File: config.mk
export PLATFORM = sky130hd
export DESIGN_NAME = async_serial_tx_rx_core
export DESIGN_NICKNAME = d
export VERILOG_FILES = /design/src/inc/uart_core_pkg.sv /design/src/inc/fifo_if.sv /design/src/design/byte_store.sv /design/src/design/oversample_gen.sv /design/src/design/async_serial_tx_rx_core.sv
export SDC_FILE = /design/constraint.sdc
export NUM_CORES = 1
export LEC_CHECK = 0
export ABC_AREA = 0
export BUFFER_PORTS_ARGS = -buffer_cell sky130_fd_sc_hd__buf_2
export CAP_MARGIN = 10
export CORE_ASPECT_RATIO = 0.5
export CORE_MARGIN = 1
export CORE_UTILIZATION = 59
export CTS_BUF_LIST = sky130_fd_sc_hd__clkbuf_8 sky130_fd_sc_hd__clkbuf_16
export CTS_CLUSTER_SIZE = 10
export DETAILED_ROUTE_END_ITERATION = 10
export PLACE_DENSITY = 0.76
export SLEW_MARGIN = 20
export SYNTH_ARGS = -nofsm -noshare
export SYNTH_HDL_FRONTEND = slang
export SYNTH_SLANG_ARGS = --single-unit
export TNS_END_PERCENT = 100
File: constraint.sdc
create_clock -name clk_i -period 5.7 [get_ports clk_i]
set_input_delay 0 -clock clk_i [delete_from_list [all_inputs] [get_ports clk_i]]
set_output_delay 0 -clock clk_i [all_outputs]
set_load 0.01 [all_outputs]
File: src/inc/uart_core_pkg.sv
/*
 * shared constants, state enum and parity helper for the serial port core.
 * assumes: byte-addressed register port with 8-bit offsets, 32-bit data.
 */
`default_nettype none
package uart_core_pkg;
   // -----------------------------------------------------------------
   // register offsets
   // -----------------------------------------------------------------
   localparam int ADDR_W = 8;
   localparam logic [7:0] DATA_PORT_OFS = 8'h00;
   localparam logic [7:0] FLAG_OFS = 8'h18;
   localparam logic [7:0] INT_DIV_OFS = 8'h24;
   localparam logic [7:0] FRAC_DIV_OFS = 8'h28;
   localparam logic [7:0] LINE_CTL_OFS = 8'h2c;
   localparam logic [7:0] PORT_CTL_OFS = 8'h30;
   localparam logic [7:0] PIN_ALT_OFS = 8'h34;

   // -----------------------------------------------------------------
   // field positions and reset values
   // -----------------------------------------------------------------
   localparam int CTL_EN_BIT = 0;
   localparam int CTL_SIR_BIT = 1;
   localparam int CTL_TXE_BIT = 8;
   localparam int CTL_RXE_BIT = 9;
   localparam logic [9:0] CTL_RESET = 10'h300;
   localparam int LC_PEN_BIT = 1;
   localparam int LC_EPS_BIT = 2;
   localparam int LC_STP2_BIT = 3;
   localparam int LC_FEN_BIT = 4;
   localparam int LC_WLEN_LO = 5;
   localparam int LC_SPS_BIT = 7;
   localparam logic [29:0] WORK_RESET = 30'h0;
   localparam logic [15:0] INT_DIV_RESET = 16'h0;
   localparam logic [5:0] FRAC_DIV_RESET = 6'h0;
   localparam int FL_BUSY_BIT = 3;
   localparam int FL_RXFE_BIT = 4;
   localparam int FL_TXFF_BIT = 5;
   localparam int FL_RXFF_BIT = 6;
   localparam int FL_TXFE_BIT = 7;
   localparam int RX_FE_BIT = 8;
   localparam int RX_PE_BIT = 9;
   localparam int RX_BE_BIT = 10;
   localparam int RX_OE_BIT = 11;

   // -----------------------------------------------------------------
   // cycle counts, in oversample ticks
   // -----------------------------------------------------------------
   localparam logic [3:0] LAST_TICK = 4'hf;
   localparam logic [3:0] START_TICK = 4'h7;
   localparam logic [3:0] SIR_PULSE_TICKS = 4'h3;
   localparam logic [3:0] SIR_STRETCH = 4'hf;

   typedef enum logic [2:0] {
      ST_IDLE, ST_START, ST_DATA, ST_PARITY, ST_STOP
   } frame_state_e;

   // parity over the active data bits; stick forces the inverse of even
   function automatic logic parity_bit(input logic [7:0] d,
         input logic [1:0] wlen, input logic even, input logic stick);
      logic [7:0] m;
      m = ~(8'he0 << wlen);
      if (stick) begin
         return ~even;
      end
      return even ? ^(d & m) : ~^(d & m);
   endfunction : parity_bit
endpackage : uart_core_pkg
`default_nettype wire

File: src/inc/fifo_if.sv
/*
 * push/pop carrier between the port core and its byte stores.
 * assumes: one clock; owner drives strobes, store answers same cycle.
 */
`timescale 1ns/1ns
`default_nettype none
interface fifo_if #(parameter int W = 8) ();
   logic push;
   logic [W-1:0] wdata;
   logic pop;
   logic [W-1:0] rdata;
   logic empty;
   logic full;
   logic one_deep;
   modport owner(output push, wdata, pop, one_deep,
                 input rdata, empty, full);
   modport store(input push, wdata, pop, one_deep,
                 output rdata, empty, full);
endinterface : fifo_if
`default_nettype wire

File: src/design/byte_store.sv
/*
 * flip-flop FIFO with a one-entry mode.
 * assumes: DEPTH is a power of two; pushes to full and pops of empty
 * are dropped.
 */
`timescale 1ns/1ns
`default_nettype none
module byte_store import uart_core_pkg::*; #(
   parameter int W = 8,
   parameter int DEPTH = 16
) (
   input wire logic clk_i,
   input wire logic sys_rst_i,
   fifo_if.store f
);
   localparam int PW = $clog2(DEPTH);
   logic [W-1:0] mem_ff [DEPTH];
   logic [PW-1:0] wr_ptr_ff;
   logic [PW-1:0] rd_ptr_ff;
   logic [PW:0] count_ff;
   logic do_push;
   logic do_pop;

   // disabled store behaves as a single holding register
   assign f.full = f.one_deep ? (count_ff != '0)
                              : (count_ff == (PW+1)'(DEPTH));
   assign f.empty = (count_ff == '0);
   assign f.rdata = mem_ff[rd_ptr_ff];
   assign do_push = f.push && !f.full;
   assign do_pop = f.pop && !f.empty;

   always_ff @(posedge clk_i) begin
      if (do_push) begin
         mem_ff[wr_ptr_ff] <= f.wdata;
      end
   end

   always_ff @(posedge clk_i) begin
      if (sys_rst_i) begin
         wr_ptr_ff <= '0;
         rd_ptr_ff <= '0;
         count_ff <= '0;
      end else begin
         if (do_push) begin
            wr_ptr_ff <= wr_ptr_ff + 1'b1;
         end
         if (do_pop) begin
            rd_ptr_ff <= rd_ptr_ff + 1'b1;
         end
         count_ff <= count_ff + (PW+1)'(do_push) - (PW+1)'(do_pop);
      end
   end
endmodule : byte_store
`default_nettype wire

File: src/design/oversample_gen.sv
/*
 * fractional divider making the 16x oversample tick.
 * assumes: integer part zero stops the tick.
 */
`timescale 1ns/1ns
`default_nettype none
module oversample_gen import uart_core_pkg::*; (
   input wire logic clk_i,
   input wire logic sys_rst_i,
   input wire logic [15:0] div_int_i,
   input wire logic [5:0] div_frac_i,
   output logic oversample_tick_o
);
   logic [16:0] cnt_ff;
   logic [5:0] acc_ff;
   logic [6:0] sum;

   assign sum = {1'b0, acc_ff} + {1'b0, div_frac_i};

   // carry out of the fraction stretches one period by a cycle, so the
   // mean period equals the programmed divisor
   always_ff @(posedge clk_i) begin
      if (sys_rst_i || div_int_i == 16'h0) begin
         cnt_ff <= '0;
         acc_ff <= '0;
         oversample_tick_o <= 1'b0;
      end else if (cnt_ff <= 17'h1) begin
         oversample_tick_o <= 1'b1;
         acc_ff <= sum[5:0];
         cnt_ff <= {1'b0, div_int_i} + {16'h0, sum[6]};
      end else begin
         oversample_tick_o <= 1'b0;
         cnt_ff <= cnt_ff - 17'h1;
      end
   end
endmodule : oversample_gen
`default_nettype wire

File: src/design/async_serial_tx_rx_core.sv
/*
 * asynchronous serial transmitter/receiver with register port,
 * fractional baud divider, byte FIFOs and optional infrared coding.
 * assumes: register strobes are one cycle, synchronous to clk_i; the
 * serial receive pin is asynchronous and is synchronised here.
 */
//
// Function
// - transmitter and receiver enable bits are set out of reset.
// - clearing the global enable lets the current character finish.
// - frame is start, data LSB first, optional parity, stop bits.
// - each received character carries overrun, parity, frame, break flags.
// - divisor is 16 integer bits plus 6 fraction bits.
// - divisor equals port clock over sixteen times baud rate.
// - oversample tick at 16x baud; bits last 16 ticks.
// - divisors and line control latch together on a line control write.
// - 16-entry byte transmit FIFO, 16-entry receive FIFO with status.
// - enabled port sends frames until the transmit FIFO runs empty.
// - busy while FIFO holds data or a character is still shifting.
// - start bit accepted only if still low at the eighth tick.
// - data bits sampled every 16 ticks, then parity checked.
// - low stop sample flags a framing error.
// - completed character goes into the receive FIFO with its flags.
// - infrared mode pulses the transmit pin and decodes receive pulses.
// - port 0 pins start as serial function, others as plain pins.
// - five to eight bits, even/odd/stick/no parity, one or two stops.
// - data read gives 12 bits; data write queues 8 bits.
// - FIFOs start disabled as one-entry holders; FIFO enable bit deepens.
`timescale 1ns/1ns
`default_nettype none
module async_serial_tx_rx_core import uart_core_pkg::*; #(
   parameter int PORT_INDEX = 0,
   parameter int FIFO_DEPTH = 16
) (
   input wire logic clk_i,
   input wire logic sys_rst_i,
   input wire logic [ADDR_W-1:0] reg_addr_i,
   input wire logic [31:0] reg_wdata_i,
   input wire logic reg_wr_i,
   input wire logic reg_rd_i,
   output logic [31:0] reg_rdata_o,
   input wire logic serial_rx_pin_i,
   output logic serial_tx_pin_o,
   output logic serial_tx_oe_o,
   output logic serial_rx_sel_o
);
   // -----------------------------------------------------------------
   // registers
   // -----------------------------------------------------------------
   // port 0 owns its pins from reset
   localparam logic PIN_ALT_RESET = 1'(PORT_INDEX == 0);

   logic [9:0] port_control_reg_ff;
   logic [15:0] integer_divisor_reg_ff;
   logic [5:0] fraction_divisor_reg_ff;
   logic [29:0] work_ff;
   logic alt_function_select_bit_ff;
   logic [31:0] rdata_ff;
   logic wr_data;
   logic rd_data;
   logic port_global_enable;
   logic tx_go;
   logic rx_go;
   logic sir_en;
   logic [1:0] wlen;
   logic [2:0] last_bit;
   logic busy;
   logic tick;

   fifo_if #(.W(8)) txf();
   fifo_if #(.W(12)) rxf();

   assign wr_data = reg_wr_i && (reg_addr_i == DATA_PORT_OFS);
   assign rd_data = reg_rd_i && (reg_addr_i == DATA_PORT_OFS);
   assign port_global_enable = port_control_reg_ff[CTL_EN_BIT];
   // new frames need enable; a running frame ignores it
   assign tx_go = port_global_enable && port_control_reg_ff[CTL_TXE_BIT];
   assign rx_go = port_global_enable && port_control_reg_ff[CTL_RXE_BIT];
   assign sir_en = port_control_reg_ff[CTL_SIR_BIT];
   assign wlen = work_ff[LC_WLEN_LO +: 2];
   // word length field picks five to eight bits
   assign last_bit = {1'b0, wlen} + 3'd4;

   // control resets with both direction enables set
   always_ff @(posedge clk_i) begin
      if (sys_rst_i) begin
         port_control_reg_ff <= CTL_RESET;
      end else if (reg_wr_i && reg_addr_i == PORT_CTL_OFS) begin
         port_control_reg_ff <= reg_wdata_i[9:0];
      end
   end

   always_ff @(posedge clk_i) begin
      if (sys_rst_i) begin
         integer_divisor_reg_ff <= INT_DIV_RESET;
         fraction_divisor_reg_ff <= FRAC_DIV_RESET;
      end else begin
         if (reg_wr_i && reg_addr_i == INT_DIV_OFS) begin
            integer_divisor_reg_ff <= reg_wdata_i[15:0];
         end
         if (reg_wr_i && reg_addr_i == FRAC_DIV_OFS) begin
            fraction_divisor_reg_ff <= reg_wdata_i[5:0];
         end
      end
   end

   // working copy moves only on a line control write
   always_ff @(posedge clk_i) begin
      if (sys_rst_i) begin
         work_ff <= WORK_RESET;
      end else if (reg_wr_i && reg_addr_i == LINE_CTL_OFS) begin
         work_ff <= {integer_divisor_reg_ff, fraction_divisor_reg_ff,
                     reg_wdata_i[7:0]};
      end
   end

   always_ff @(posedge clk_i) begin
      if (sys_rst_i) begin
         alt_function_select_bit_ff <= PIN_ALT_RESET;
      end else if (reg_wr_i && reg_addr_i == PIN_ALT_OFS) begin
         alt_function_select_bit_ff <= reg_wdata_i[0];
      end
   end

   // data read returns byte plus four status flags
   always_ff @(posedge clk_i) begin
      if (sys_rst_i) begin
         rdata_ff <= 32'h0;
      end else if (reg_rd_i) begin
         rdata_ff <= 32'h0;
         case (reg_addr_i)
            DATA_PORT_OFS: rdata_ff[11:0] <= rxf.rdata;
            FLAG_OFS: begin
               rdata_ff[FL_BUSY_BIT] <= busy;
               rdata_ff[FL_RXFE_BIT] <= rxf.empty;
               rdata_ff[FL_TXFF_BIT] <= txf.full;
               rdata_ff[FL_RXFF_BIT] <= rxf.full;
               rdata_ff[FL_TXFE_BIT] <= txf.empty;
            end
            INT_DIV_OFS: rdata_ff[15:0] <= integer_divisor_reg_ff;
            FRAC_DIV_OFS: rdata_ff[5:0] <= fraction_divisor_reg_ff;
            LINE_CTL_OFS: rdata_ff[7:0] <= work_ff[7:0];
            PORT_CTL_OFS: rdata_ff[9:0] <= port_control_reg_ff;
            PIN_ALT_OFS: rdata_ff[0] <= alt_function_select_bit_ff;
            default: rdata_ff <= 32'h0;
         endcase
      end
   end
   assign reg_rdata_o = rdata_ff;

   // -----------------------------------------------------------------
   // tick source and stores
   // -----------------------------------------------------------------
   // divisor drives the tick period
   oversample_gen u_tick (
      .clk_i(clk_i),
      .sys_rst_i(sys_rst_i),
      .div_int_i(work_ff[29:14]),
      .div_frac_i(work_ff[13:8]),
      .oversample_tick_o(tick)
   );

   // stores collapse to one entry until the enable bit is set
   assign txf.one_deep = !work_ff[LC_FEN_BIT];
   assign rxf.one_deep = !work_ff[LC_FEN_BIT];
   assign txf.push = wr_data;
   assign txf.wdata = reg_wdata_i[7:0];
   assign rxf.pop = rd_data;

   byte_store #(.W(8), .DEPTH(FIFO_DEPTH)) u_tx_store (
      .clk_i(clk_i),
      .sys_rst_i(sys_rst_i),
      .f(txf.store)
   );
   byte_store #(.W(12), .DEPTH(FIFO_DEPTH)) u_rx_store (
      .clk_i(clk_i),
      .sys_rst_i(sys_rst_i),
      .f(rxf.store)
   );

   // -----------------------------------------------------------------
   // transmitter
   // -----------------------------------------------------------------
   frame_state_e tx_state_ff;
   logic [3:0] tx_tick_ff;
   logic [2:0] tx_bit_ff;
   logic [7:0] tx_shift_ff;
   logic tx_par_ff;
   logic tx_stop2_ff;
   logic tx_line_ff;
   logic tx_pin_ff;

   // busy covers queued bytes and the shifter
   assign busy = !txf.empty || (tx_state_ff != ST_IDLE);

   // next byte leaves the store only when idle and enabled
   assign txf.pop = (tx_state_ff == ST_IDLE) && tx_go && !txf.empty;

   // start, data lsb first, parity, stop
   always_ff @(posedge clk_i) begin
      if (sys_rst_i) begin
         tx_state_ff <= ST_IDLE;
         tx_tick_ff <= 4'h0;
         tx_bit_ff <= 3'h0;
         tx_shift_ff <= 8'h0;
         tx_par_ff <= 1'b0;
         tx_stop2_ff <= 1'b0;
         tx_line_ff <= 1'b1;
      end else if (tx_state_ff == ST_IDLE) begin
         tx_line_ff <= 1'b1;
         tx_tick_ff <= 4'h0;
         if (txf.pop) begin
            tx_shift_ff <= txf.rdata;
            tx_par_ff <= parity_bit(txf.rdata, wlen,
               work_ff[LC_EPS_BIT], work_ff[LC_SPS_BIT]);
            tx_state_ff <= ST_START;
            tx_line_ff <= 1'b0;
         end
      end else if (tick) begin
         tx_tick_ff <= tx_tick_ff + 4'h1;
         if (tx_tick_ff == LAST_TICK) begin
            case (tx_state_ff)
               ST_START: begin
                  tx_state_ff <= ST_DATA;
                  tx_bit_ff <= 3'h0;
                  tx_line_ff <= tx_shift_ff[0];
               end
               ST_DATA: begin
                  tx_shift_ff <= tx_shift_ff >> 1;
                  if (tx_bit_ff == last_bit) begin
                     tx_stop2_ff <= work_ff[LC_STP2_BIT];
                     if (work_ff[LC_PEN_BIT]) begin
                        tx_state_ff <= ST_PARITY;
                        tx_line_ff <= tx_par_ff;
                     end else begin
                        tx_state_ff <= ST_STOP;
                        tx_line_ff <= 1'b1;
                     end
                  end else begin
                     tx_bit_ff <= tx_bit_ff + 3'h1;
                     tx_line_ff <= tx_shift_ff[1];
                  end
               end
               ST_PARITY: begin
                  tx_state_ff <= ST_STOP;
                  tx_line_ff <= 1'b1;
               end
               ST_STOP: begin
                  // busy holds through the last stop bit
                  if (tx_stop2_ff) begin
                     tx_stop2_ff <= 1'b0;
                  end else begin
                     tx_state_ff <= ST_IDLE;
                  end
               end
               default: tx_state_ff <= ST_IDLE;
            endcase
         end
      end
   end

   // infrared: zero becomes a 3/16 high pulse, one stays low
   always_ff @(posedge clk_i) begin
      if (sys_rst_i) begin
         tx_pin_ff <= 1'b1;
      end else if (sir_en) begin
         tx_pin_ff <= !tx_line_ff && (tx_tick_ff < SIR_PULSE_TICKS);
      end else begin
         tx_pin_ff <= tx_line_ff;
      end
   end
   assign serial_tx_pin_o = tx_pin_ff;
   // pin driven only while the serial function owns it
   assign serial_tx_oe_o = alt_function_select_bit_ff;
   assign serial_rx_sel_o = alt_function_select_bit_ff;

   // -----------------------------------------------------------------
   // receiver
   // -----------------------------------------------------------------
   logic rx_meta_ff;
   logic rx_sync_ff;
   logic [3:0] sir_hold_ff;
   logic rx_line;
   frame_state_e rx_state_ff;
   logic [3:0] rx_tick_ff;
   logic [2:0] rx_bit_ff;
   logic [7:0] rx_shift_ff;
   logic rx_pe_ff;
   logic rx_zero_ff;
   logic rx_push_ff;
   logic [11:0] rx_word_ff;
   logic overrun_pend_ff;

   // two-flop synchroniser on the receive pin
   always_ff @(posedge clk_i) begin
      if (sys_rst_i) begin
         rx_meta_ff <= 1'b1;
         rx_sync_ff <= 1'b1;
      end else begin
         rx_meta_ff <= serial_rx_pin_i;
         rx_sync_ff <= rx_meta_ff;
      end
   end

   // a short low pulse marks a zero for one bit time
   always_ff @(posedge clk_i) begin
      if (sys_rst_i) begin
         sir_hold_ff <= 4'h0;
      end else if (!rx_sync_ff) begin
         sir_hold_ff <= SIR_STRETCH;
      end else if (tick && sir_hold_ff != 4'h0) begin
         sir_hold_ff <= sir_hold_ff - 4'h1;
      end
   end
   assign rx_line = sir_en ? (rx_sync_ff && sir_hold_ff == 4'h0)
                           : rx_sync_ff;

   always_ff @(posedge clk_i) begin
      if (sys_rst_i) begin
         rx_state_ff <= ST_IDLE;
         rx_tick_ff <= 4'h0;
         rx_bit_ff <= 3'h0;
         rx_shift_ff <= 8'h0;
         rx_pe_ff <= 1'b0;
         rx_zero_ff <= 1'b0;
         rx_push_ff <= 1'b0;
         rx_word_ff <= 12'h0;
      end else begin
         rx_push_ff <= 1'b0;
         case (rx_state_ff)
            ST_IDLE: begin
               rx_tick_ff <= 4'h0;
               if (rx_go && !rx_line) begin
                  rx_state_ff <= ST_START;
               end
            end
            ST_START: if (tick) begin
               rx_tick_ff <= rx_tick_ff + 4'h1;
               // line must still be low at the eighth tick
               if (rx_tick_ff == START_TICK) begin
                  rx_tick_ff <= 4'h0;
                  rx_bit_ff <= 3'h0;
                  rx_shift_ff <= 8'h0;
                  rx_pe_ff <= 1'b0;
                  rx_zero_ff <= 1'b1;
                  rx_state_ff <= rx_line ? ST_IDLE : ST_DATA;
               end
            end
            ST_DATA: if (tick) begin
               rx_tick_ff <= rx_tick_ff + 4'h1;
               if (rx_tick_ff == LAST_TICK) begin
                  rx_shift_ff[rx_bit_ff] <= rx_line;
                  rx_zero_ff <= rx_zero_ff && !rx_line;
                  rx_bit_ff <= rx_bit_ff + 3'h1;
                  if (rx_bit_ff == last_bit) begin
                     rx_state_ff <= work_ff[LC_PEN_BIT] ? ST_PARITY
                                                        : ST_STOP;
                  end
               end
            end
            ST_PARITY: if (tick) begin
               rx_tick_ff <= rx_tick_ff + 4'h1;
               if (rx_tick_ff == LAST_TICK) begin
                  rx_pe_ff <= rx_line != parity_bit(rx_shift_ff, wlen,
                     work_ff[LC_EPS_BIT], work_ff[LC_SPS_BIT]);
                  rx_zero_ff <= rx_zero_ff && !rx_line;
                  rx_state_ff <= ST_STOP;
               end
            end
            ST_STOP: if (tick) begin
               rx_tick_ff <= rx_tick_ff + 4'h1;
               if (rx_tick_ff == LAST_TICK) begin
                  rx_state_ff <= ST_IDLE;
                  rx_push_ff <= 1'b1;
                  rx_word_ff[7:0] <= rx_shift_ff;
                  // low stop sample is a framing error
                  rx_word_ff[RX_FE_BIT] <= !rx_line;
                  rx_word_ff[RX_PE_BIT] <= rx_pe_ff;
                  // low through the stop position is a break
                  rx_word_ff[RX_BE_BIT] <= rx_zero_ff && !rx_line;
                  rx_word_ff[RX_OE_BIT] <= overrun_pend_ff;
               end
            end
            default: rx_state_ff <= ST_IDLE;
         endcase
      end
   end

   // finished character and its flags enter the store
   assign rxf.push = rx_push_ff;
   assign rxf.wdata = rx_word_ff;

   // a character lost to a full store flags the next one stored
   // a new loss in the same cycle wins over the clear
   always_ff @(posedge clk_i) begin
      if (sys_rst_i) begin
         overrun_pend_ff <= 1'b0;
      end else if (rx_push_ff && rxf.full) begin
         overrun_pend_ff <= 1'b1;
      end else if (rx_push_ff) begin
         overrun_pend_ff <= 1'b0;
      end
   end
endmodule : async_serial_tx_rx_core
`default_nettype wire

==> summary.md, run 1 <==
| Metric | Value |
|---|---|
| Status | `complete, but fails checks` |
| Violated checks | `DRC` |
| Seq/Total Area, Yosys | `around 62%` |
| Syn avg cell area | `between 10 and 15 um2` |
| Max Slew Vio Count | `0` |
| Crit path capture type | `flip-flop` |
| Fin nets | `1852` |
| DRC Markers | `6` |
| Slew HR | `28.6%` |
| Crit path largest cell delay | `1.02 ns` |
| Gr ovfl total | `0` |
| GR Util All Layers | `about a quarter` |
| Period utilisation layout | `about two thirds` |
| RSZ-0062 raised after global routing | `no` |
| Final setup violation count | `0` |
| RePlAce Congestion | `a little over 0.9` |
| Vias | `approximately 14000` |
| Setup slack after layout | `around 1.8 ns` |
| Synth async-reset ratio | `0%` |
| ANT nets after route | `0` |
| Routed WL | `just under 50000 um` |
| Die Width | `between 200 and 300 um` |
| Hold_sp | `reg_addr_i[3]` |
| EDFF count, synth | `320` |
| Area grow syn2layout | `12.2%` |
| Post-Syn Area | `between 20000 and 25000 um2` |
| Most common cell after layout, fill and taps aside | `edfxtp_1` |
| Startpoint types | `flip-flop` |
| Routed vias/inst | `~6` |
| Clock Skews | `between 0.01 and 0.015 ns` |
| Netlist cell types | `between 70 and 80` |
| Least-Margin Pin Slew | `~1.1 ns` |
| Worst hold path type | `input port to flip-flop` |
| DRT iter0 DRCs | `approximately 1400` |
| Fmax achieved | `approximately 260 MHz` |
| Pwr dens | `around 300 nW/um2` |
| Global-route wire length before repair | `77400 um` |
| Die H | `138 um` |
| Root Driver | `clkbuf_16` |
| FF+latch count, synth | `519` |
| Share of layout cells above drive strength 1 | `between 10% and 20%` |
| # Max-Cap Violations | `0` |
| Total Power | `about 7.4 mW` |
| R2R cell count | `7` |
| Synth Warn # | `0` |
| TNS Setup | `0 ns` |
| WL per Instance | `21.6 um` |
| Die area | `around 38000 um2` |
| Hpwl dp | `between 30000 and 40000 um` |
| Hold Vio Cnt, Final | `0` |
| CTS Buffer Depth | `3` |
| Cell row count | `49` |
| Yosys top cell area share | `roughly 44%` |
| N_diodes | `0` |
| H-tree depth | `2` |
| CTS buffer count | `57` |
| Core box area | `approximately 36000 um2` |
| Peak VDD IR | `between 0.2 and 0.25 mV` |
| Cts repair resizes | `0` |
| Clk pin slew, worst setup/hold paths | `about 0.06 ns` |
| IO buf count | `between 40 and 50` |
| Sinks on the clock net | `just over 500` |
| Hold path depth | `5` |
| Post-route minimum period | `approximately 3.9 ns` |
| CP Max Fanout | `32` |
| Worst slack, placed | `between 1.5 and 2 ns` |
| Crit path max-delay cell type | `dfxtp_2` |
| Largest net degree at the start of global routing | `109` |
| Initial antenna violation count | `0` |
| I/O Pins | `80` |
| Most frequent cells in the layout | `edfxtp_1, nand2_1, dfxtp_1, nor2_1, a21oi_1` |
| Ranking of synthesized cells by area | `edfxtp_1, dfxtp_1, mux4_2` |
| Crit path required time | `a little over 6 ns` |
| Worst Hold Slack | `~0.13 ns` |
| Worst EP arrival | `around 4.3 ns` |
| Clock Latency Late Sink | `~0.58 ns` |
| Design area | `between 20000 and 25000 um2` |
| Number of setup buffers added after CTS | `0` |
| Placed Instance Area | `roughly 22000 um2` |
| Critical Path, Cell by Cell | `mux4_1 -> mux4_2 -> xnor3_1 -> xnor2_1 -> a31oi_1 -> or4_1 -> a41o_1` |
| CTS tree | `yes` |
| Largest area contributor in the netlist | `edfxtp_1` |
| Ys flop type | `edfxtp_1` |
| Mapped Cells | `roughly 1700` |
| Vias in the first global route | `about 14000` |
| Crit Path Class | `flip-flop to flip-flop` |
| Initial core utilization | `60.4%` |
| Leakage power | `approximately 8.4 nW` |
| Drt first pass iters | `10` |
## sequential cells by signal, indices dropped and copies added, names as in the netlist, 6 cells and up, named ones only
register	cells
rx_word_ff	12
tx_shift_ff	8
integer_divisor_reg_ff	16
reg_rdata_o	16
fraction_divisor_reg_ff	6
port_control_reg_ff	10
work_ff	30
u_rx_store.mem_ff	192
rx_shift_ff	8
u_tick.acc_ff	6
u_tx_store.mem_ff	128
u_tick.cnt_ff	17
## synth_stat cells (17+ instances only)
library cell / number
ha_1: 38
mux2i_1: 31
xor2_1: 34
clkbuf_1: 70
a21oi_1: 127
buf_4: 18
inv_1: 26
nor3_1: 36
nand3_1: 38
xnor2_1: 39
a211oi_1: 24
mux4_2: 78
nor2_1: 168
dfxtp_1: 199
nand2_1: 215
mux4_1: 17
edfxtp_1: 320
o21ai_0: 18
## layout make-up
type,instances,area (um2)
clock buffers,59,1480
clock inverters,43,166
fillers,2483,11700
inverters,27,101
multi-input cells,1055,7800
flip-flops and latches,519,13600
well taps,484,606
repair buffers,106,806
## through the flow
step | std cells | utilization (%)
floorplan | 1708 | -
global placement | 2152 | 62.0
detailed placement | 2152 | 62.1
CTS | 2291 | 67.6
global route | 2293 | 67.8
finish | 2293 | 67.8
## logic make-up (layout without fill, tap and decap cells)
logic type	after synthesis	in the layout	synth area share, %
AO/OA/AOI/OAI	233	233	6.53
XOR/XNOR	75	75	3.10
adder cells (fa/ha/maj)	41	41	2.45
buffers and inverters	134	235	2.81
flip-flops	519	519	62.1
multiplexers	128	128	11.6
other	1	16	0.0171
AND/OR/NAND/NOR	562	562	11.4
## routing by layer
| layer | vias up | global-route usage [%] | wire (um) |
|---|---|---|---|
| met4 | 0 | 8.13 | 1190 |
| li1 | 6379 | - | - |
| met2 | 544 | 45.1 | 25000 |
| met1 | 7036 | 34.9 | 20100 |
| met5 | - | 0 | 0 |
| met3 | 87 | 4.19 | 3260 |
## repair_timing
item / in CTS / in global routing
setup endpoints to repair: 0 / 0
hold endpoints to repair: 219 / 0
hold buffers: 37 / 0
## worst paths after layout
check	endpoint	slack, ns
max	tx_par_ff$_SDFFE_PP0P_	1.83
min	reg_rdata_o[5]$_SDFFE_PP0P_	0.13
max reg2reg	tx_par_ff$_SDFFE_PP0P_	1.83
min reg2reg	rx_sync_ff$_SDFF_PP1_	0.41
## power breakdown
| part | internal [mW] | switching, mW | total, mW |
|---|---|---|---|
| clock | 1.84 | 1.40 | 3.24 |
| combinational | 0.0474 | 0.0930 | 0.140 |
| sequential | 3.96 | 0.00860 | 3.97 |
## critical path, delay by kind of cell, from the launching register on
family / cells / cell delay, ns
and+or+nand+nor: 1 / 0.48
muxes: 2 / 1.22
AOI/OAI and AO/OA: 2 / 0.33
xor gates and xnor gates: 2 / 0.67
DFF: 1 / 1.02
Power figures use the tool's default switching activity.
==> run 2, diff against run 1 <==
- clock period: 5.7 -> 3.8 ns (I/O delays scaled with it)
==> run 2 against run 1 <==
  * Core utilization up 0.15 points
  * Final cell count up 0.78%
  * The flow still finishes with violations (DRC)
  * Flip-flop and latch count unchanged
  * Worst setup slack worse by 1.5 ns
  * Routed wire length about the same
  * Global-route usage up 0.15 points
  * Critical path type unchanged
  * Largest power group unchanged
  * Critical endpoint unchanged
  * Non-clock buffer count up 20
==> summary.md, run 2 (synthesis results as in run 1) <==
| Metric | Value |
|---|---|
| Status | `complete, but fails checks (unchanged)` |
| Violated checks | `DRC (unchanged)` |
| RSZ-0062 raised after global routing | `no (unchanged)` |
| Fin nets | `1872 (was 1852)` |
| Crit path max-delay cell type | `mux4_1 (was dfxtp_2)` |
| Crit path largest cell delay | `0.59 ns (was 1.02 ns)` |
| TNS Setup | `0 ns (unchanged)` |
| Clk pin slew, worst setup/hold paths | `0.06 ns (about the same)` |
| Crit Path Class | `flip-flop to flip-flop (unchanged)` |
| Clock Latency Late Sink | `0.59 ns (was 0.58 ns)` |
| CTS Buffer Depth | `3 (unchanged)` |
| Root Driver | `clkbuf_16 (unchanged)` |
| # Max-Cap Violations | `0 (unchanged)` |
| Met3 Usage GRT | `4.50% (was 4.19%)` |
| CTS buffer count | `57 (unchanged)` |
| Comb pwr share | `1.9% (about the same)` |
| Largest net degree at the start of global routing | `98 (was 109)` |
| Regs by FF count | `u_rx_store.mem_ff: 192 flops, u_tx_store.mem_ff: 128 flops, work_ff: 30 flops (unchanged)` |
| Routed vias/inst | `6.10 (was 6.13)` |
| Die area | `37900 um2 (unchanged)` |
| Hold path depth | `5 (unchanged)` |
| Core box area | `36200 um2 (unchanged)` |
| Gr ovfl total | `0 (unchanged)` |
| Hpwl dp | `31700 um (was 31300 um)` |
| Fill count | `2440 (was 2483)` |
| Vias in the first global route | `14100 (was 13900)` |
| Routed WL | `49600 um (about the same)` |
| Hold Vio Cnt, Final | `0 (unchanged)` |
| Clock Skews | `0.0269 ns (was 0.0144 ns)` |
| Psw | `2.26 mW (was 1.50 mW)` |
| ANT nets after route | `0 (unchanged)` |
| DRC Markers | `6 (unchanged)` |
| Internal power | `8.73 mW (was 5.85 mW)` |
| Area grow syn2layout | `12.4% (was 12.2%)` |
| Crit path required time | `4.25 ns (was 6.16 ns)` |
| R2R cell count | `9 (was 7)` |
| Period utilisation layout | `91.9% (was 67.8%)` |
| H-tree depth | `2 (unchanged)` |
| RePlAce Congestion | `0.876 (was 0.909)` |
| Most common cell after layout, fill and taps aside | `edfxtp_1 (unchanged)` |
| Sequential share of power | `54.3% (was 54.0%)` |
| Die H | `138 um (unchanged)` |
| Footprint of the multi-input gates | `7770 um2 (was 7800 um2)` |
| WL per Instance | `21.4 um (was 21.6 um)` |
| Non-filler cells, final | `2311 (was 2293)` |
| Post-route minimum period | `3.49 ns (was 3.87 ns)` |
| Critical Path, Cell by Cell | `buf_4 -> mux4_1 -> a22oi_1 -> nand2_1 -> xnor3_1 -> xnor2_1 -> a31oi_1 -> or4_1 -> a41o_1 (was mux4_1 -> mux4_2 -> xnor3_1 -> xnor2_1 -> a31oi_1 -> or4_1 -> a41o_1)` |
| Startpoint types | `flip-flop (unchanged)` |
| Fmax achieved | `286 MHz (was 259 MHz)` |
| Worst hold path type | `input port to flip-flop (unchanged)` |
| Die Width | `274 um (unchanged)` |
| CP delay by family, top | `compound AO/OA/AOI/OAI gates (was multiplexers)` |
| IO buf count | `47 (unchanged)` |
| Placed insts | `2179 (was 2152)` |
| Peak VDD IR | `0.327 mV (was 0.222 mV)` |
| Sw Ratio | `20.5% (was 20.4%)` |
| Sinks on the clock net | `519 (unchanged)` |
| Vias | `14100 (was 14000)` |
| Pwr dens | `446 nW/um2 (was 299 nW/um2)` |
| Max Slew Vio Count | `0 (unchanged)` |
| Max FFs per register | `192 (unchanged)` |
| Least-Margin Pin Slew | `1.00 ns (was 1.07 ns)` |
| Initial antenna violation count | `0 (unchanged)` |
| CTS tree | `yes (unchanged)` |
| Clk pwr share | `43.9% (was 44.1%)` |
| GR Util All Layers | `26.6% (was 26.4%)` |
| Initial core utilization | `60.4% (unchanged)` |
| Leakage power | `8.50 nW (was 8.44 nW)` |
| Crit path capture type | `flip-flop (unchanged)` |
| Drt first pass iters | `8 (was 10)` |
| N_diodes | `0 (unchanged)` |
| CP Max Fanout | `13 (was 32)` |
| Buf/Inv on CP | `1 (was 0)` |
| Most frequent cells in the layout | `edfxtp_1, nand2_1, dfxtp_1, nor2_1, a21oi_1 (unchanged)` |
| Global-route wire length before repair | `77900 um (was 77400 um)` |
| Top reg by flops | `u_rx_store.mem_ff (unchanged)` |
| Worst Hold Slack | `0.0345 ns (was 0.133 ns)` |
| DRT iter0 DRCs | `1376 (was 1415)` |
| Met2 Usage GRT | `44.7% (was 45.1%)` |
| Slew HR | `33.1% (was 28.6%)` |
| Worst EP arrival | `3.94 ns (was 4.33 ns)` |
| I/O Pins | `80 (unchanged)` |
| Cell row count | `49 (unchanged)` |
| Final setup violation count | `0 (unchanged)` |
| Register Area | `13600 um2 (unchanged)` |
| Met1 Use GR | `35.4% (was 34.9%)` |
| Critical path depth | `9 (was 7)` |
| Top Usage Layer GRT | `met2 (unchanged)` |
| Share of layout cells above drive strength 1 | `13.8% (was 13.2%)` |
run 2: cell count changes in the layout (fill, tap and decap cells not counted), sizes merged:
| cell | change |
|---|---|
| buf | +25 |
| dlygate4sd3 | -5 |
| inv | -2 |
| clkbuf | -1 |
| clkinv | +1 |
run 2: area by class of cell:
cell class	instances	share of cell area, %
inverter	27	0.412
sequential	519	55.3
multi-input combinational	1055	31.6
timing repair buffer	126	3.70
tap	484	2.46
clock buffer	58	5.90
clock inverter	42	0.691
run 2: worst paths after layout:
| kind | startpoint | end | slack (ns) |
|---|---|---|---|
| setup reg to reg | flip-flop | tx_par_ff$_SDFFE_PP0P_ | 0.31 |
| setup / recovery | flip-flop | tx_par_ff$_SDFFE_PP0P_ | 0.31 |
| hold reg to reg | rx_meta_ff$_SDFF_PP1_ | rx_sync_ff$_SDFF_PP1_ | 0.41 |
| hold / removal | reg_addr_i[0] | reg_rdata_o[6]$_SDFFE_PP0P_ | 0.03 |
run 2: metrics by stage:
step           instance area, um2  utilization (%)  total power [mW]  setup slack (ns)
6_report                    24600             67.9              11.0             0.306
3_5_place_dp                22700             62.6              6.26             0.384
2_1_floorplan               21900                -              6.19             0.797
3_3_place_gp                22700             62.6              6.25             0.520
4_1_cts                     24600             67.9              11.1             0.359
5_1_grt                     24600             67.9              11.3             0.227
run 2: per-layer routing:
| layer | vias to the layer above | wire length, um |
|---|---|---|
| li1 | 6409 | - |
| met1 | 7001 | 20400 |
| met2 | 574 | 24500 |
| met3 | 108 | 3270 |
| met4 | 0 | 1390 |
| met5 | - | 0 |
run 2: timing repair:
action / in CTS / in global routing
endpoints found under the hold margin: 217 / 0
gates resized for setup: 0 / 0
hold buffers: 32 / 0
buffers inserted: 0 / 0
run 2: tightest hold or removal path, cell delays in order:
cell and delay [ns]:
buf_2 0.10, nor3_1 0.04, buf_4 0.15, a21oi_1 0.17, a311oi_1 0.10
run 2: power groups by stage:
stage                     logic, mW  clock network (mW)  registers (mW)
after CTS                     0.201                4.90            5.96
final                         0.204                4.82            5.96
after floorplan               0.119                   0            6.07
after global placement        0.173                   0            6.08
after global routing          0.222                5.13            5.96
after detailed placement      0.181                   0            6.08
==> run 3, diff against run 2 <==
- CORE_UTILIZATION: 59 -> 50
- PLACE_DENSITY: 0.76 -> 0.66
==> run 3 against run 2 <==
  * Clock-buffer cell count fell by 1
  * Critical endpoint unchanged
  * Final cell count up 4.3%
  * Non-clock buffer count is 4 higher
  * Critical path depth stayed put
  * First-iteration DRC count shrank 26%
  * The flow now finishes without violations
  * Clock skew up 0.00097 ns
  * Sequential power is essentially flat
  * Power up 0.17%
  * Combinational power up 2%
  * Critical path type unchanged
  * Register-to-register slack improved by 0.10 ns
==> summary.md, run 3 (synthesis results as in run 1) <==
| Metric | Value |
|---|---|
| Status | `finished clean (was complete, but fails checks)` |
| DRC Markers | `0 (was 6)` |
| # Max-Cap Violations | `0 (unchanged)` |
| Fmax achieved | `295 MHz (was 286 MHz)` |
| Routed WL | `47700 um (was 49600 um)` |
| Crit Path Class | `flip-flop to flip-flop (unchanged)` |
| Drt first pass iters | `5 (was 8)` |
| Comb pwr share | `1.9% (about the same)` |
| Least-Margin Pin Slew | `0.966 ns (was 1.00 ns)` |
| Post-route minimum period | `3.39 ns (was 3.49 ns)` |
| Hpwl dp | `31100 um (was 31700 um)` |
| Met1 Use GR | `30.6% (was 35.4%)` |
| Cell row count | `53 (was 49)` |
| IO buf count | `47 (unchanged)` |
| Core box area | `42600 um2 (was 36200 um2)` |
| Total Power | `11.0 mW (about the same)` |
| Critical Path, Cell by Cell | `buf_4 -> mux4_1 -> a22oi_1 -> nand2_1 -> xnor3_1 -> xnor2_1 -> a31oi_1 -> or4_1 -> a41o_1 (unchanged)` |
| Root Driver | `clkbuf_16 (unchanged)` |
| Met3 Usage GRT | `3.60% (was 4.50%)` |
| Crit path required time | `4.26 ns (was 4.25 ns)` |
| R2R cell count | `9 (unchanged)` |
| TNS Setup | `0 ns (unchanged)` |
| Crit path capture | `tx_par_ff$_SDFFE_PP0P_ (unchanged)` |
| Placed insts | `2275 (was 2179)` |
| Sw Ratio | `20.8% (was 20.5%)` |
| Worst EP arrival | `3.85 ns (was 3.94 ns)` |
| Die H | `150 um (was 138 um)` |
| Peak VDD IR | `0.343 mV (was 0.327 mV)` |
| Clock Skews | `0.0278 ns (was 0.0269 ns)` |
| Crit path max-delay cell type | `mux4_1 (unchanged)` |
| RSZ-0062 raised after global routing | `no (unchanged)` |
| Fin nets | `1876 (was 1872)` |
| RePlAce Congestion | `0.811 (was 0.876)` |
| Critical path depth | `9 (unchanged)` |
| CTS tree | `yes (unchanged)` |
| Worst hold path type | `input port to flip-flop (unchanged)` |
| Clk pin slew, worst setup/hold paths | `0.06 ns (about the same)` |
| Cts repair resizes | `0 (unchanged)` |
| Sinks on the clock net | `519 (unchanged)` |
| Clk pwr share | `44.0% (was 43.9%)` |
| Met2 Usage GRT | `35.8% (was 44.7%)` |
| Regs by FF count | `u_rx_store.mem_ff: 192 flops, u_tx_store.mem_ff: 128 flops, work_ff: 30 flops (unchanged)` |
| Non-filler cells, final | `2410 (was 2311)` |
| Routed vias/inst | `5.61 (was 6.10)` |
| Largest net degree at the start of global routing | `67 (was 98)` |
| Final setup violation count | `0 (unchanged)` |
| Worst Hold Slack | `0.122 ns (was 0.0345 ns)` |
| WL per Instance | `19.8 um (was 21.4 um)` |
| Crit path capture type | `flip-flop (unchanged)` |
| H-tree depth | `2 (unchanged)` |
| Slew HR | `35.4% (was 33.1%)` |
| Worst R2R End | `tx_par_ff$_SDFFE_PP0P_ (unchanged)` |
| Vias in the first global route | `13100 (was 14100)` |
| Area grow syn2layout | `13.4% (was 12.4%)` |
| Top reg by flops | `u_rx_store.mem_ff (unchanged)` |
| CP Max Fanout | `14 (was 13)` |
| Sequential share of power | `54.2% (was 54.3%)` |
| Die area | `44700 um2 (was 37900 um2)` |
| Top Usage Layer GRT | `met2 (unchanged)` |
| Most frequent cells in the layout | `edfxtp_1, nand2_1, dfxtp_1, nor2_1, a21oi_1 (unchanged)` |
| Buf/Inv on CP | `1 (unchanged)` |
| Initial antenna violation count | `1 (was 0)` |
| Initial core utilization | `51.4% (was 60.4%)` |
| DRT iter0 DRCs | `1015 (was 1376)` |
| Leakage power | `8.55 nW (was 8.50 nW)` |
| ANT nets after route | `0 (unchanged)` |
| Psw | `2.29 mW (was 2.26 mW)` |
| Max FFs per register | `192 (unchanged)` |
| Max Slew Vio Count | `0 (unchanged)` |
| Clock Latency Late Sink | `0.59 ns (about the same)` |
| Die Width | `298 um (was 274 um)` |
| Global-route wire length before repair | `74500 um (was 77900 um)` |
| Period utilisation layout | `89.2% (was 91.9%)` |
| R2r setup slk | `0.41 ns (was 0.31 ns)` |
| I/O Pins | `80 (unchanged)` |
| N_diodes | `0 (unchanged)` |
| Vias | `13500 (was 14100)` |
| GR Util All Layers | `21.6% (was 26.6%)` |
| Startpoint types | `flip-flop (unchanged)` |
| Pwr dens | `443 nW/um2 (was 446 nW/um2)` |
| Hold Vio Cnt, Final | `0 (unchanged)` |
| CTS buffer count | `57 (unchanged)` |
| CTS Buffer Depth | `3 (unchanged)` |
| Share of layout cells above drive strength 1 | `14.0% (was 13.8%)` |
| Gr ovfl total | `0 (unchanged)` |
| Crit path largest cell delay | `0.59 ns (about the same)` |
| Most common cell after layout, fill and taps aside | `edfxtp_1 (unchanged)` |
| Finished Core Util | `58.3% (was 67.9%)` |
| Fill count | `3451 (was 2440)` |
| Internal power | `8.71 mW (was 8.73 mW)` |
| CP delay by family, top | `simple AND/OR/NAND/NOR gates (was compound AO/OA/AOI/OAI gates)` |
run 3: worst min path at each step:
stage,startpoint,endpoint,slack [ns],cells past startpoint
after floorplan,reg_wdata_i[0],u_tx_store.mem_ff[0][0]$_DFFE_PP_,0.1,0
final,reg_addr_i[3],reg_rdata_o[5]$_SDFFE_PP0P_,0.12,5
after global placement,serial_rx_pin_i,rx_meta_ff$_SDFF_PP1_,0.18,2
after detailed placement,serial_rx_pin_i,rx_meta_ff$_SDFF_PP1_,0.19,2
after global routing,reg_addr_i[5],reg_rdata_o[5]$_SDFFE_PP0P_,0.12,6
after CTS,reg_addr_i[3],reg_rdata_o[5]$_SDFFE_PP0P_,0.08,5
run 3: timing repair:
item | 4_1_cts | 5_1_grt
hold buffers | 33 | 0
buffers inserted | 0 | 0
hold endpoints to repair | 212 | 0
run 3: metrics by stage:
stage                     cell area [um2]  worst slack, ns
after global placement              22900            0.451
after detailed placement            22900            0.438
final                               24800            0.410
after floorplan                     21900            0.797
after global routing                24800            0.241
after CTS                           24800            0.395
run 3: per-layer routing:
layer / wire length (um) / part of all wire [%] / up-vias
met5: 0 / 0 / -
met4: 428 / 0.90 / 0
met3: 2660 / 5.6 / 53
met2: 22800 / 48 / 353
met1: 21800 / 46 / 6697
li1: - / - / 6427
run 3: power by group through the flow:
stage / Sequential, mW / Clock, mW / Combinational [mW]
CTS: 5.96 / 4.94 / 0.206
global route: 5.96 / 5.18 / 0.227
global placement: 6.08 / 0 / 0.183
finish: 5.96 / 4.84 / 0.208
floorplan: 6.07 / 0 / 0.119
detailed placement: 6.08 / 0 / 0.185
run 3: tightest hold or removal path: cells and delay by family:
| family | cells | cell delay [ns] |
|---|---|---|
| AND/OR/NAND/NOR | 2 | 0.23 |
| AO/OA/AOI/OAI | 2 | 0.18 |
| buffers and inverters | 1 | 0.25 |
run 3: area by class of cell:
class | instances | area (um2) | area share [%]
clock buffers | 57 | 1430 | 5.74
well taps | 577 | 722 | 2.91
flip-flops and latches | 519 | 13600 | 54.8
inverters | 27 | 101 | 0.408
repair buffers | 130 | 993 | 4.00
multi-input cells | 1055 | 7770 | 31.3
clock inverters | 45 | 220 | 0.887
